File: src/core/dcc_regs.vh
`ifndef DCC_REGS_VH
`define DCC_REGS_VH

// ----------------------------------------
// Register byte addresses
// ----------------------------------------
`define DCC_CTRL_A1_ADDR   12'h000
`define DCC_CTRL_B1_ADDR   12'h004
`define DCC_CTRL_A2_ADDR   12'h008
`define DCC_CTRL_B2_ADDR   12'h00C
`define DCC_MIRROR_ADDR    12'h010
`define DCC_IRQ_STAT_ADDR  12'h014
`define DCC_IRQ_MASK_ADDR  12'h018

// ----------------------------------------
// Control A fields
// ----------------------------------------
`define DCC_A_ENABLE_BIT   7
`define DCC_A_RESULT_BIT   6
`define DCC_A_PIN_EN_BIT   5
`define DCC_A_INVERT_BIT   4
`define DCC_A_SPEED_BIT    2
`define DCC_A_HYST_BIT     1
`define DCC_A_SYNC_BIT     0
`define DCC_A_WMASK        8'hB7
`define DCC_A_RESET        8'h04

// ----------------------------------------
// Control B fields
// ----------------------------------------
`define DCC_B_RISE_BIT     7
`define DCC_B_FALL_BIT     6
`define DCC_B_PCH_LSB      4
`define DCC_B_NCH_LSB      0
`define DCC_B_WMASK        8'hF3
`define DCC_B_RESET        8'h00

// ----------------------------------------
// Channel codes
// ----------------------------------------
`define DCC_PCH_PIN        2'h0
`define DCC_PCH_DAC        2'h1
`define DCC_PCH_FIXED      2'h2
`define DCC_PCH_GROUND     2'h3

`define DCC_IRQ_RESET      2'h0

`endif

File: src/core/dcc_top.v
// Contract
// RQ1: Two identical comparators, each with own registers.
// RQ2: Negative channel field selects one of four pins.
// RQ3: Positive channel: pin, DAC, fixed ref, ground.
// RQ4: Enable bit 7 switches comparator on.
// RQ5: Result bit reads comparison, inverted by polarity.
// RQ6: Polarity inverts result before bit, pin, edges.
// RQ7: Pin driven whenever pin enable set, ignoring enable.
// RQ8: Speed select resets to one; zero is low-power.
// RQ9: Sync mode updates on timer clock falling edge.
// RQ10: Rise enable sets flag on low-to-high result.
// RQ11: Fall enable sets flag on high-to-low result.
// RQ12: Mirror register holds both results, bits 1-0.
// RQ13: Unimplemented bits ignore writes, read zero.
// RQ14: New edge during flag clear keeps flag set.
// RQ15: Edge detection runs even while comparator disabled.
// RQ16: Internal result registered every cycle.
// RQ17: Raw comparison input, forced low when disabled.
//
// The register offsets and the APB register port were chosen for this implementation.
`timescale 1ns/1ps
`default_nettype none
`include "dcc_regs.vh"

module dcc_top (
	input  wire        pclk,
	input  wire        presetn,
	input  wire        psel,
	input  wire        penable,
	input  wire        pwrite,
	input  wire [11:0] paddr,
	input  wire [31:0] pwdata,
	output reg  [31:0] prdata,
	output reg         pready,
	output reg         pslverr,
	input  wire [1:0]  raw_compare,
	input  wire        timer_clk,
	output reg  [1:0]  comparator_enable,
	output reg  [1:0]  speed_select,
	output reg  [1:0]  hysteresis_enable,
	output reg  [3:0]  positive_channel_select,
	output reg  [3:0]  negative_channel_select,
	output reg  [1:0]  timer_result,
	output reg  [1:0]  pin_result,
	output reg  [1:0]  pin_result_oe,
	output reg  [1:0]  comparator_edge_flag,
	output reg         irq
);

	// ----------------------------------------
	// Register state
	// ----------------------------------------
	reg  [7:0] ctrl_a_reg [0:1];
	reg  [7:0] ctrl_b_reg [0:1];
	reg  [1:0] result_reg;
	reg  [1:0] result_prev_reg;
	reg  [1:0] hold_reg;
	reg  [1:0] flag_reg;
	reg  [1:0] mask_reg;
	reg        tclk_prev_reg;
	wire [1:0] raw_s;
	wire       tclk_s;

	// Both the raw comparator bits and the timer clock come from outside pclk
	dcc_sync2 #(
		.WIDTH(3)
	) u_sync (
		.pclk     (pclk),
		.presetn  (presetn),
		.async_in ({timer_clk, raw_compare}),
		.sync_out ({tclk_s, raw_s})
	);

	// ----------------------------------------
	// Helper functions
	// ----------------------------------------
	function [7:0] merge_write;
		input [7:0] old_val;
		input [7:0] new_val;
		input [7:0] wmask;
		begin
			merge_write = (old_val & ~wmask) | (new_val & wmask);
		end
	endfunction

	// Polarity applied to the gated comparison
	function polar_result;
		input [7:0] ctrl_a;
		input       raw;
		begin
			polar_result = (raw & ctrl_a[`DCC_A_ENABLE_BIT])
				^ ctrl_a[`DCC_A_INVERT_BIT]; // [RQ5] [RQ6] [RQ17]
		end
	endfunction

	// Result bit is read-only, so it is spliced in on read
	function [7:0] ctrl_a_view;
		input [7:0] ctrl_a;
		input       result;
		begin
			ctrl_a_view = ctrl_a | ({7'h00, result} << `DCC_A_RESULT_BIT);
		end
	endfunction

	// Sync mode takes the value held at the last timer fall
	function route_result;
		input [7:0] ctrl_a;
		input       held;
		input       live;
		begin
			route_result = ctrl_a[`DCC_A_SYNC_BIT] ? held : live; // [RQ9]
		end
	endfunction

	// ----------------------------------------
	// APB decode
	// ----------------------------------------
	wire       wr_access  = psel & penable & pwrite;
	wire       rd_setup   = psel & ~penable & ~pwrite;
	wire       setup      = psel & ~penable;
	wire       hit_a1     = (paddr == `DCC_CTRL_A1_ADDR);
	wire       hit_b1     = (paddr == `DCC_CTRL_B1_ADDR);
	wire       hit_a2     = (paddr == `DCC_CTRL_A2_ADDR);
	wire       hit_b2     = (paddr == `DCC_CTRL_B2_ADDR);
	wire       hit_mirror = (paddr == `DCC_MIRROR_ADDR);
	wire       hit_stat   = (paddr == `DCC_IRQ_STAT_ADDR);
	wire       hit_mask   = (paddr == `DCC_IRQ_MASK_ADDR);
	wire       hit_any    = hit_a1 | hit_b1 | hit_a2 | hit_b2 | hit_mirror | hit_stat | hit_mask;
	reg  [7:0] read_mux;

	always @*
	begin
		read_mux = 8'h00;
		if (hit_a1)
			read_mux = ctrl_a_view(ctrl_a_reg[0], result_reg[0]); // [RQ5]
		else if (hit_b1)
			read_mux = ctrl_b_reg[0]; // [RQ13]
		else if (hit_a2)
			read_mux = ctrl_a_view(ctrl_a_reg[1], result_reg[1]); // [RQ5]
		else if (hit_b2)
			read_mux = ctrl_b_reg[1];
		else if (hit_mirror)
			read_mux = {6'h00, result_reg}; // [RQ12] [RQ13]
		else if (hit_stat)
			read_mux = {6'h00, flag_reg};
		else if (hit_mask)
			read_mux = {6'h00, mask_reg};
	end

	// No wait state: ready answers in the first access cycle
	always @(posedge pclk or negedge presetn)
	begin
		if (!presetn)
		begin
			pready  <= 1'b0;
			pslverr <= 1'b0;
			prdata  <= 32'h0000_0000;
		end
		else
		begin
			pready  <= setup;
			pslverr <= setup & ~hit_any;
			if (rd_setup)
				prdata <= {24'h00_0000, read_mux};
		end
	end

	// ----------------------------------------
	// Control registers
	// ----------------------------------------
	integer i;

	always @(posedge pclk or negedge presetn)
	begin
		if (!presetn)
		begin
			for (i = 0; i < 2; i = i + 1)
			begin
				ctrl_a_reg[i] <= `DCC_A_RESET; // [RQ8]
				ctrl_b_reg[i] <= `DCC_B_RESET;
			end
			mask_reg <= `DCC_IRQ_RESET;
		end
		else if (wr_access)
		begin
			// Result bit and unimplemented bits are outside the write masks
			if (hit_a1)
				ctrl_a_reg[0] <= merge_write(ctrl_a_reg[0], pwdata[7:0], `DCC_A_WMASK);
			else if (hit_b1)
				ctrl_b_reg[0] <= merge_write(ctrl_b_reg[0], pwdata[7:0], `DCC_B_WMASK); // [RQ13]
			else if (hit_a2)
				ctrl_a_reg[1] <= merge_write(ctrl_a_reg[1], pwdata[7:0], `DCC_A_WMASK);
			else if (hit_b2)
				ctrl_b_reg[1] <= merge_write(ctrl_b_reg[1], pwdata[7:0], `DCC_B_WMASK);
			else if (hit_mask)
				mask_reg <= pwdata[1:0];
		end
	end

	// ----------------------------------------
	// Per-comparator datapath
	// ----------------------------------------
	// Timer clock falling edge, seen on synchronised copy
	wire       tclk_fall = tclk_prev_reg & ~tclk_s; // [RQ9]
	reg  [1:0] polar_now;
	reg  [1:0] rise_evt;
	reg  [1:0] fall_evt;
	reg  [1:0] clr_bits;
	integer    k;

	always @*
	begin
		clr_bits = (wr_access & hit_stat) ? pwdata[1:0] : 2'b00;
		for (k = 0; k < 2; k = k + 1)
		begin
			polar_now[k] = polar_result(ctrl_a_reg[k], raw_s[k]);
			// Edges follow the result even with the comparator off
			rise_evt[k] = result_reg[k] & ~result_prev_reg[k]
				& ctrl_b_reg[k][`DCC_B_RISE_BIT]; // [RQ10] [RQ15]
			fall_evt[k] = ~result_reg[k] & result_prev_reg[k]
				& ctrl_b_reg[k][`DCC_B_FALL_BIT]; // [RQ11] [RQ15]
		end
	end

	// ----------------------------------------
	// Result and edge pipeline
	// ----------------------------------------
	always @(posedge pclk or negedge presetn)
	begin
		if (!presetn)
		begin
			result_reg      <= 2'b00;
			result_prev_reg <= 2'b00;
		end
		else
		begin
			result_reg      <= polar_now; // [RQ16]
			result_prev_reg <= result_reg;
		end
	end

	// ----------------------------------------
	// Timer clock synchronous hold
	// ----------------------------------------
	always @(posedge pclk or negedge presetn)
	begin
		if (!presetn)
		begin
			hold_reg      <= 2'b00;
			tclk_prev_reg <= 1'b0;
		end
		else
		begin
			tclk_prev_reg <= tclk_s;
			if (tclk_fall)
				hold_reg <= result_reg; // [RQ9]
		end
	end

	// ----------------------------------------
	// Sticky edge flags
	// ----------------------------------------
	// Set wins over a simultaneous write-one clear
	always @(posedge pclk or negedge presetn)
	begin
		if (!presetn)
			flag_reg <= `DCC_IRQ_RESET;
		else
			flag_reg <= (flag_reg & ~clr_bits) | rise_evt | fall_evt; // [RQ14]
	end

	// ----------------------------------------
	// Configuration outputs
	// ----------------------------------------
	integer m;

	always @(posedge pclk or negedge presetn)
	begin
		if (!presetn)
		begin
			comparator_enable       <= 2'b00;
			speed_select            <= 2'b11;
			hysteresis_enable       <= 2'b00;
			positive_channel_select <= 4'h0;
			negative_channel_select <= 4'h0;
		end
		else
		begin
			for (m = 0; m < 2; m = m + 1)
			begin // [RQ1]
				comparator_enable[m] <= ctrl_a_reg[m][`DCC_A_ENABLE_BIT]; // [RQ4]
				speed_select[m]      <= ctrl_a_reg[m][`DCC_A_SPEED_BIT]; // [RQ8]
				hysteresis_enable[m] <= ctrl_a_reg[m][`DCC_A_HYST_BIT];
				positive_channel_select[2*m +: 2] <=
					ctrl_b_reg[m][`DCC_B_PCH_LSB +: 2]; // [RQ3]
				negative_channel_select[2*m +: 2] <=
					ctrl_b_reg[m][`DCC_B_NCH_LSB +: 2]; // [RQ2]
			end
		end
	end

	// ----------------------------------------
	// Result outputs to timer and pin
	// ----------------------------------------
	integer n;

	always @(posedge pclk or negedge presetn)
	begin
		if (!presetn)
		begin
			timer_result  <= 2'b00;
			pin_result    <= 2'b00;
			pin_result_oe <= 2'b00;
		end
		else
		begin
			for (n = 0; n < 2; n = n + 1)
			begin
				timer_result[n]  <=
					route_result(ctrl_a_reg[n], hold_reg[n], polar_now[n]); // [RQ9]
				pin_result[n]    <=
					route_result(ctrl_a_reg[n], hold_reg[n], polar_now[n]); // [RQ6] [RQ9]
				// Drives regardless of the enable bit
				pin_result_oe[n] <= ctrl_a_reg[n][`DCC_A_PIN_EN_BIT]; // [RQ7]
			end
		end
	end

	// ----------------------------------------
	// Interrupt outputs
	// ----------------------------------------
	always @(posedge pclk or negedge presetn)
	begin
		if (!presetn)
		begin
			comparator_edge_flag <= 2'b00;
			irq                  <= 1'b0;
		end
		else
		begin
			comparator_edge_flag <= flag_reg;
			irq                  <= |(flag_reg & mask_reg);
		end
	end

endmodule // dcc_top

`default_nettype wire

File: src/core/dcc_sync2.v
`timescale 1ns/1ps
`default_nettype none

// ----------------------------------------
// Two-stage synchroniser, one per bit
// ----------------------------------------
module dcc_sync2 #(
	parameter WIDTH = 4
) (
	input  wire             pclk,
	input  wire             presetn,
	input  wire [WIDTH-1:0] async_in,
	output reg  [WIDTH-1:0] sync_out
);

	reg [WIDTH-1:0] meta_reg;

	always @(posedge pclk or negedge presetn)
	begin
		if (!presetn)
		begin
			meta_reg <= {WIDTH{1'b0}};
			sync_out <= {WIDTH{1'b0}};
		end
		else
		begin
			meta_reg <= async_in;
			sync_out <= meta_reg;
		end
	end

endmodule // dcc_sync2

`default_nettype wire

File: config.mk
export PLATFORM = sky130hd
export DESIGN_NAME = dcc_top
export DESIGN_NICKNAME = d
export VERILOG_FILES = /design/src/core/dcc_top.v /design/src/core/dcc_sync2.v
export VERILOG_INCLUDE_DIRS = /design/src /design/src/core
export SDC_FILE = /design/constraint.sdc
export NUM_CORES = 1
export LEC_CHECK = 0
export ABC_AREA = 1
export BUFFER_PORTS_ARGS = -buffer_cell sky130_fd_sc_hd__clkbuf_2
export CAP_MARGIN = 15
export CORE_ASPECT_RATIO = 2
export CORE_MARGIN = 4
export CORE_UTILIZATION = 49
export DETAILED_ROUTE_END_ITERATION = 10
export MAX_ROUTING_LAYER = met4
export PLACE_DENSITY = 0.79
export SLEW_MARGIN = 5
export SYNTH_ARGS = -nofsm -noshare
export SYNTH_HDL_FRONTEND = slang
export SYNTH_HIERARCHICAL = 1
export SYNTH_SLANG_ARGS = --single-unit
export TNS_END_PERCENT = 100
File: constraint.sdc
create_clock -name pclk -period 1.3 [get_ports pclk]
set_clock_uncertainty 0.05 [all_clocks]
set_input_delay 0.39 -clock pclk [delete_from_list [all_inputs] [get_ports pclk]]
set_output_delay 0.39 -clock pclk [all_outputs]
set_load 0.005 [all_outputs]
==> impl_metrics.csv, run 1 <==
group,metric,value,unit
global_routing,antenna_found_initial,0,
floorplan,die_h,120,µm
setup_path,worstSetupPathType,"flip-flop to primary output",
placed_design,gp_congestion,0.954,
drt,avgViaCountPerCell,4.92,
global_routing,groute.usage.overall,0.213,
layout,final_cell_mix,"dfrtp_1 (68), clkbuf_2 (54), nand2_1 (48)",
placed_design,io_buffers,59,
floorplan,die_area,7710,µm²
drt,wirelength,7.66,mm
setup_path,rrSetupSlack,0.14,ns
layout,fillers,439,
setup_path,cpLargestDelayFamily,"flip-flops",
global_routing,grt_pass1_wl,11.8,mm
timing,fmax,0.715,GHz
clocking,clkTransAtPathRegs,0.05,ns
yosys,yosysSeqAreaShare,0.585,
floorplan,row_count,40,
floorplan,core-area,6060,µm²
timing,setup_slack,-0.0982,ns
setup_path,r2r-start,"flag_reg[0]",
drt,drc,0,
setup_path,crit_fanout,1,
layout,finish.net_count,472,
clocking,clockBufferDepth,2,
yosys,syn_area,3090,µm²
setup_path,critPathCaptureType,"primary output",
timing,final.setup.tns,-0.249,ns
setup_path,worst_ep_required_time,0.86,ns
timing,fin_crit,1.40,ns
timing,setup_viol,5,
drt,wl_per_cell,15.1,µm
setup_path,critical-path-slowest-cell,"dfstp_2",
timing,slew_violations,0,
min_path,min-delay-path-class,"input port to flip-flop",
yosys,synth_top_area_cell,"dfrtp_1",
yosys,synth_cell_type_count,32,
yosys,synth-seq-cells,72,
global_routing,grt_max_degree,40,
layout,largest_register_ffs,12,
layout,drive_gt1_frac,0.425,
setup_path,worstReg2RegEnd,"prdata[0]",
clocking,clock_sinks,72,
setup_path,critPathBufInv,1,
placed_design,dp_hpwl,5.57,mm
layout,fin_cells,508,
floorplan,ios,109,
clocking,clock_latency,0.34,ns
timing,finalCritPeriodShare,1.08,
setup_path,cp.arrival,0.96,ns
setup_path,crit_start,"speed_select[1]",
layout,syn2layout_area_growth,36.6,%
setup_path,r2r_cells,6,
setup_path,critPathMaxStageDelay,0.52,ns
yosys,yosysTopAreaCellShare,0.551,
power_and_ir_drop,ir_drop,0.971,mV
timing,rsz0062_at_grt,"yes",
yosys,netlist_top_cells_area,"dfrtp_1 (55%), buf_4 (6.8%), nand2_1 (6.6%), nand3_1 (4.4%), inv_1 (4.0%)",
setup_path,crit_cells,1,
yosys,avgSynthCellArea,9.86,µm²
global_routing,grt-ovfl-total,0,
outcome,violations,"setup timing",
setup_path,critPathLaunchType,"flip-flop",
floorplan,die_w,64.1,µm
clocking,cts_made_buffers,9,
power_and_ir_drop,pwr_density_cell,1190,nW/µm²
timing,hold_viol_final,0,
outcome,status,"complete, but fails checks",
power_and_ir_drop,p_leak,2.20,nW
floorplan,start_util,0.510,
layout,layout_commonest_cell,"dfrtp_1",
layout,n_antenna_cell,0,
clocking,cts_tree,"done",
clocking,root_buffer,"clkbuf_16",
yosys,syn_inst,313,
setup_path,cp_cell_sequence,"clkbuf_2",
drt,vias,2501,
placed_design,dpl.cell_count,488,
global_routing,grt_pass1_vias,2565,
clocking,htree_levels,3,
setup_path,endpoint,"speed_select[1]",
drt,drt_pass1_iterations,4,
drt,drtIter0Drc,93,
yosys,yosys_warnings,6,
flow_run,drv_cap,0,
drt,ant_nets,0,
-- report_power, final --
part	internal, mW	switching (mW)	total, mW
registers	2.28	0.0133	2.29
logic	0.133	0.198	0.331
clock network	1.51	0.877	2.39
total	3.92	1.09	5.01
-- cells in the mapped netlist, drive strengths merged --
master	n
nor3	5
nand2	57
nor2	29
nand4	4
nand3	27
a31oi	1
a22o	1
dfstp	4
o211ai	7
o21a	1
nand3b	1
or2	5
xnor2	2
a21oi	6
o21ai	23
conb	1
buf	31
dfrtp	68
inv	36
mux2	4
-- cell type report --
class                      instances  area (µm²)  share of cell area
inverter                          36         139              0.0329
tap                               84         105              0.0249
clock buffer                      11         243              0.0576
multi-input combinational        198        1170               0.278
sequential                        72        1810               0.428
clock inverter                     4        45.0              0.0107
timing repair buffer             103         706               0.167
-- layer usage --
layer,global-route usage,routed length [µm]
met5,-,0
met4,0.128,313
met3,0.0428,378
met2,0.380,4360
met1,0.205,2610
-- what timing repair did --
item,in CTS,in global routing
gates resized for setup,4,48
setup endpoints to repair,8,28
cloned,0,1
setup buffers,0,3
hold buffers,1,0
endpoints found under the hold margin,35,0
pin swaps,3,14
-- through the flow --
stage	instance area [µm²]	worst slack [ns]	hold slack, ns	utilization	power, mW
after detailed placement	3730	-0.373	0.286	0.615	2.62
after floorplan	3230	-0.0690	0.0444	-	2.48
after CTS	4040	-0.105	0.101	0.667	5.01
after global placement	3730	-0.357	0.283	0.615	2.61
final	4220	-0.0982	0.107	0.696	5.01
after global routing	4220	-0.130	0.109	0.696	5.16
-- how the worst min path moves through the flow --
stage,start,endpoint,slack (ns),depth (start not counted)
after floorplan,presetn,comparator_edge_flag[0],0.04,0
after global placement,u_sync/meta_reg[2],u_sync/sync_out[2],0.28,0
after detailed placement,u_sync/meta_reg[0],u_sync/sync_out[0],0.29,0
after CTS,timer_clk,u_sync/meta_reg[2],0.10,1
after global routing,timer_clk,u_sync/meta_reg[2],0.11,1
final,raw_compare[0],u_sync/meta_reg[0],0.11,1
-- logic make-up after synthesis --
logic type	count (synthesis)	synth area share
XOR/XNOR	2	0.00568
other	1	0.00121
AO/OA/AOI/OAI	39	0.0786
AND/OR/NAND/NOR	128	0.197
multiplexers	4	0.0158
buffers and inverters	67	0.117
flip-flops	72	0.585
(Power assumes the default switching activity.)
==> inputs of run 2 (changes only) <==
--- a/config.mk
+++ b/config.mk
@@ -15,6 +15,8 @@
 export DETAILED_ROUTE_END_ITERATION = 10
 export MAX_ROUTING_LAYER = met4
 export PLACE_DENSITY = 0.79
+export REMOVE_ABC_BUFFERS = 1
+export SETUP_SLACK_MARGIN = 0.05
 export SLEW_MARGIN = 5
 export SYNTH_ARGS = -nofsm -noshare
 export SYNTH_HDL_FRONTEND = slang
==> impl_metrics.csv, run 2 (synthesized netlist as in run 1, its figures left out) <==
group,metric,value,unit
layout,largest_register_ffs,12,
outcome,violations,"setup timing",
drt,drc,0,
layout,final_cell_mix,"dfrtp_1 (68), clkbuf_2 (42), buf_4 (35)",
timing,finalCritPeriodShare,1.08,
placed_design,dpl.cell_count,488,
drt,avgViaCountPerCell,5.07,
placed_design,gp_congestion,0.942,
placed_design,place_area,3670,µm²
setup_path,crit_cells,1,
setup_path,r2r-start,"ctrl_a_reg[15]",
clocking,clock_latency,0.34,ns
global_routing,grt_max_degree,73,
setup_path,critPathMaxStageDelay,0.53,ns
clocking,clkTransAtPathRegs,0.06,ns
setup_path,critPathCaptureType,"primary output",
layout,fillers,380,
layout,drive_gt1_frac,0.512,
setup_path,cpLargestDelayFamily,"flip-flops",
drt,wl_per_cell,16.4,µm
flow_run,drv_cap,0,
timing,holdWs,0.00619,ns
min_path,min-delay-path-class,"input port to async pin",
placed_design,dp_hpwl,5.43,mm
global_routing,antenna_found_initial,0,
clocking,cts_tree,"done",
timing,hold_viol_final,0,
clocking,clockBufferDepth,2,
outcome,status,"complete, but fails checks",
layout,fin_area,4560,µm²
timing,setup_viol,2,
clocking,cts_made_buffers,9,
global_routing,grt_pass1_wl,11.8,mm
global_routing,groute.usage.overall,0.213,
global_routing,grt-ovfl-total,0,
power_and_ir_drop,p_leak,2.39,nW
floorplan,start_util,0.510,
layout,seqCellArea,1810,µm²
clocking,htree_levels,3,
power_and_ir_drop,p_sw,1.14,mW
placed_design,io_buffers,59,
setup_path,cp.arrival,0.96,ns
layout,fin_util,0.753,
floorplan,die_h,120,µm
floorplan,core-area,6060,µm²
drt,drt_pass1_iterations,4,
global_routing,grt_pass1_vias,2484,
clocking,clock_sinks,72,
power_and_ir_drop,p_int,4.20,mW
setup_path,critPathLaunchType,"flip-flop",
floorplan,row_count,40,
setup_path,critical-path-slowest-cell,"dfstp_2",
layout,fin_cells,516,
timing,fmax,0.713,GHz
power_and_ir_drop,pwr_density_cell,1170,nW/µm²
timing,fin_crit,1.40,ns
clocking,root_buffer,"clkbuf_16",
timing,setup_slack,-0.102,ns
floorplan,ios,109,
setup_path,worstSetupPathType,"flip-flop to primary output",
setup_path,cp_cell_sequence,"buf_6",
setup_path,r2r_cells,3,
floorplan,die_area,7710,µm²
power_and_ir_drop,pwr-share-seq,0.428,
timing,slew_violations,0,
power_and_ir_drop,p_sw_frac,0.214,
drt,vias,2618,
setup_path,critPathBufInv,1,
drt,wirelength,8.48,mm
setup_path,worst_ep_required_time,0.86,ns
layout,multi_input_area,1330,µm²
clocking,postCtsHoldBufs,0,
power_and_ir_drop,clkPwrFrac,0.506,
timing,rsz0062_at_grt,"yes",
power_and_ir_drop,power,5.34,mW
drt,drtIter0Drc,138,
layout,finish.net_count,479,
setup_path,rrSetupSlack,0.15,ns
setup_path,crit_fanout,1,
setup_path,worstReg2RegEnd,"pin_result[0]",
power_and_ir_drop,ir_drop,1.03,mV
floorplan,die_w,64.1,µm
layout,syn2layout_area_growth,47.7,%
power_and_ir_drop,pwr-share-comb,0.066,
layout,layout_commonest_cell,"dfrtp_1",
drt,ant_nets,0,
layout,n_antenna_cell,0,
## run 2: cell count changes in the layout (fill, tap and decap cells not counted), sizes merged
cell         change
buf             +20
clkbuf          -10
clkinv           -2
bufinv           +1
dlygate4sd3      -1
inv              +1
nor2             -1
## run 2: final cells by class
| type | instances | area share |
|---|---|---|
| Clock inverter | 4 | 0.0167 |
| Multi-Input combinational cell | 197 | 0.291 |
| Inverter | 36 | 0.0313 |
| Clock buffer | 12 | 0.0563 |
| Tap cell | 84 | 0.0231 |
| Sequential cell | 72 | 0.396 |
| Timing Repair Buffer | 111 | 0.185 |
## run 2: worst max path at each step
stage                    startpoint              end  slack, ns
floorplan                  paddr[9]   ctrl_b_reg[14]      -0.43
global placement           paddr[7]        prdata[4]      -0.39
detailed placement         paddr[3]    ctrl_b_reg[6]      -0.42
CTS                 speed_select[1]  speed_select[1]      -0.13
global route        speed_select[1]  speed_select[1]      -0.12
finish              speed_select[1]  speed_select[1]      -0.10
## run 2: through the flow
stage | TNS, ns | setup slack [ns]
5_1_grt | -1.05 | -0.117
2_1_floorplan | -6.18 | -0.433
6_report | -0.185 | -0.102
3_5_place_dp | -12.26 | -0.420
3_3_place_gp | -12.16 | -0.392
4_1_cts | -0.249 | -0.125
## run 2: what timing repair did
item	4_1_cts	5_1_grt
gates resized for setup	20	124
pin swaps	11	44
cloned	0	1
endpoints found under the hold margin	0	0
setup buffers	5	10
endpoints found under the setup margin	56	65
## run 2: power by group through the flow
stage          clock network (mW)  registers [mW]  logic [mW]
2_1_floorplan                   0            2.33      0.0986
3_3_place_gp                    0            2.32       0.275
3_5_place_dp                    0            2.33       0.280
4_1_cts                      2.74            2.29       0.294
5_1_grt                      2.83            2.29       0.386
6_report                     2.70            2.29       0.351
## run 2: layer usage
layer | wire length (µm) | track usage
met5 | 0 | -
met4 | 417 | 0.143
met3 | 533 | 0.0502
met2 | 4680 | 0.364
met1 | 2850 | 0.209
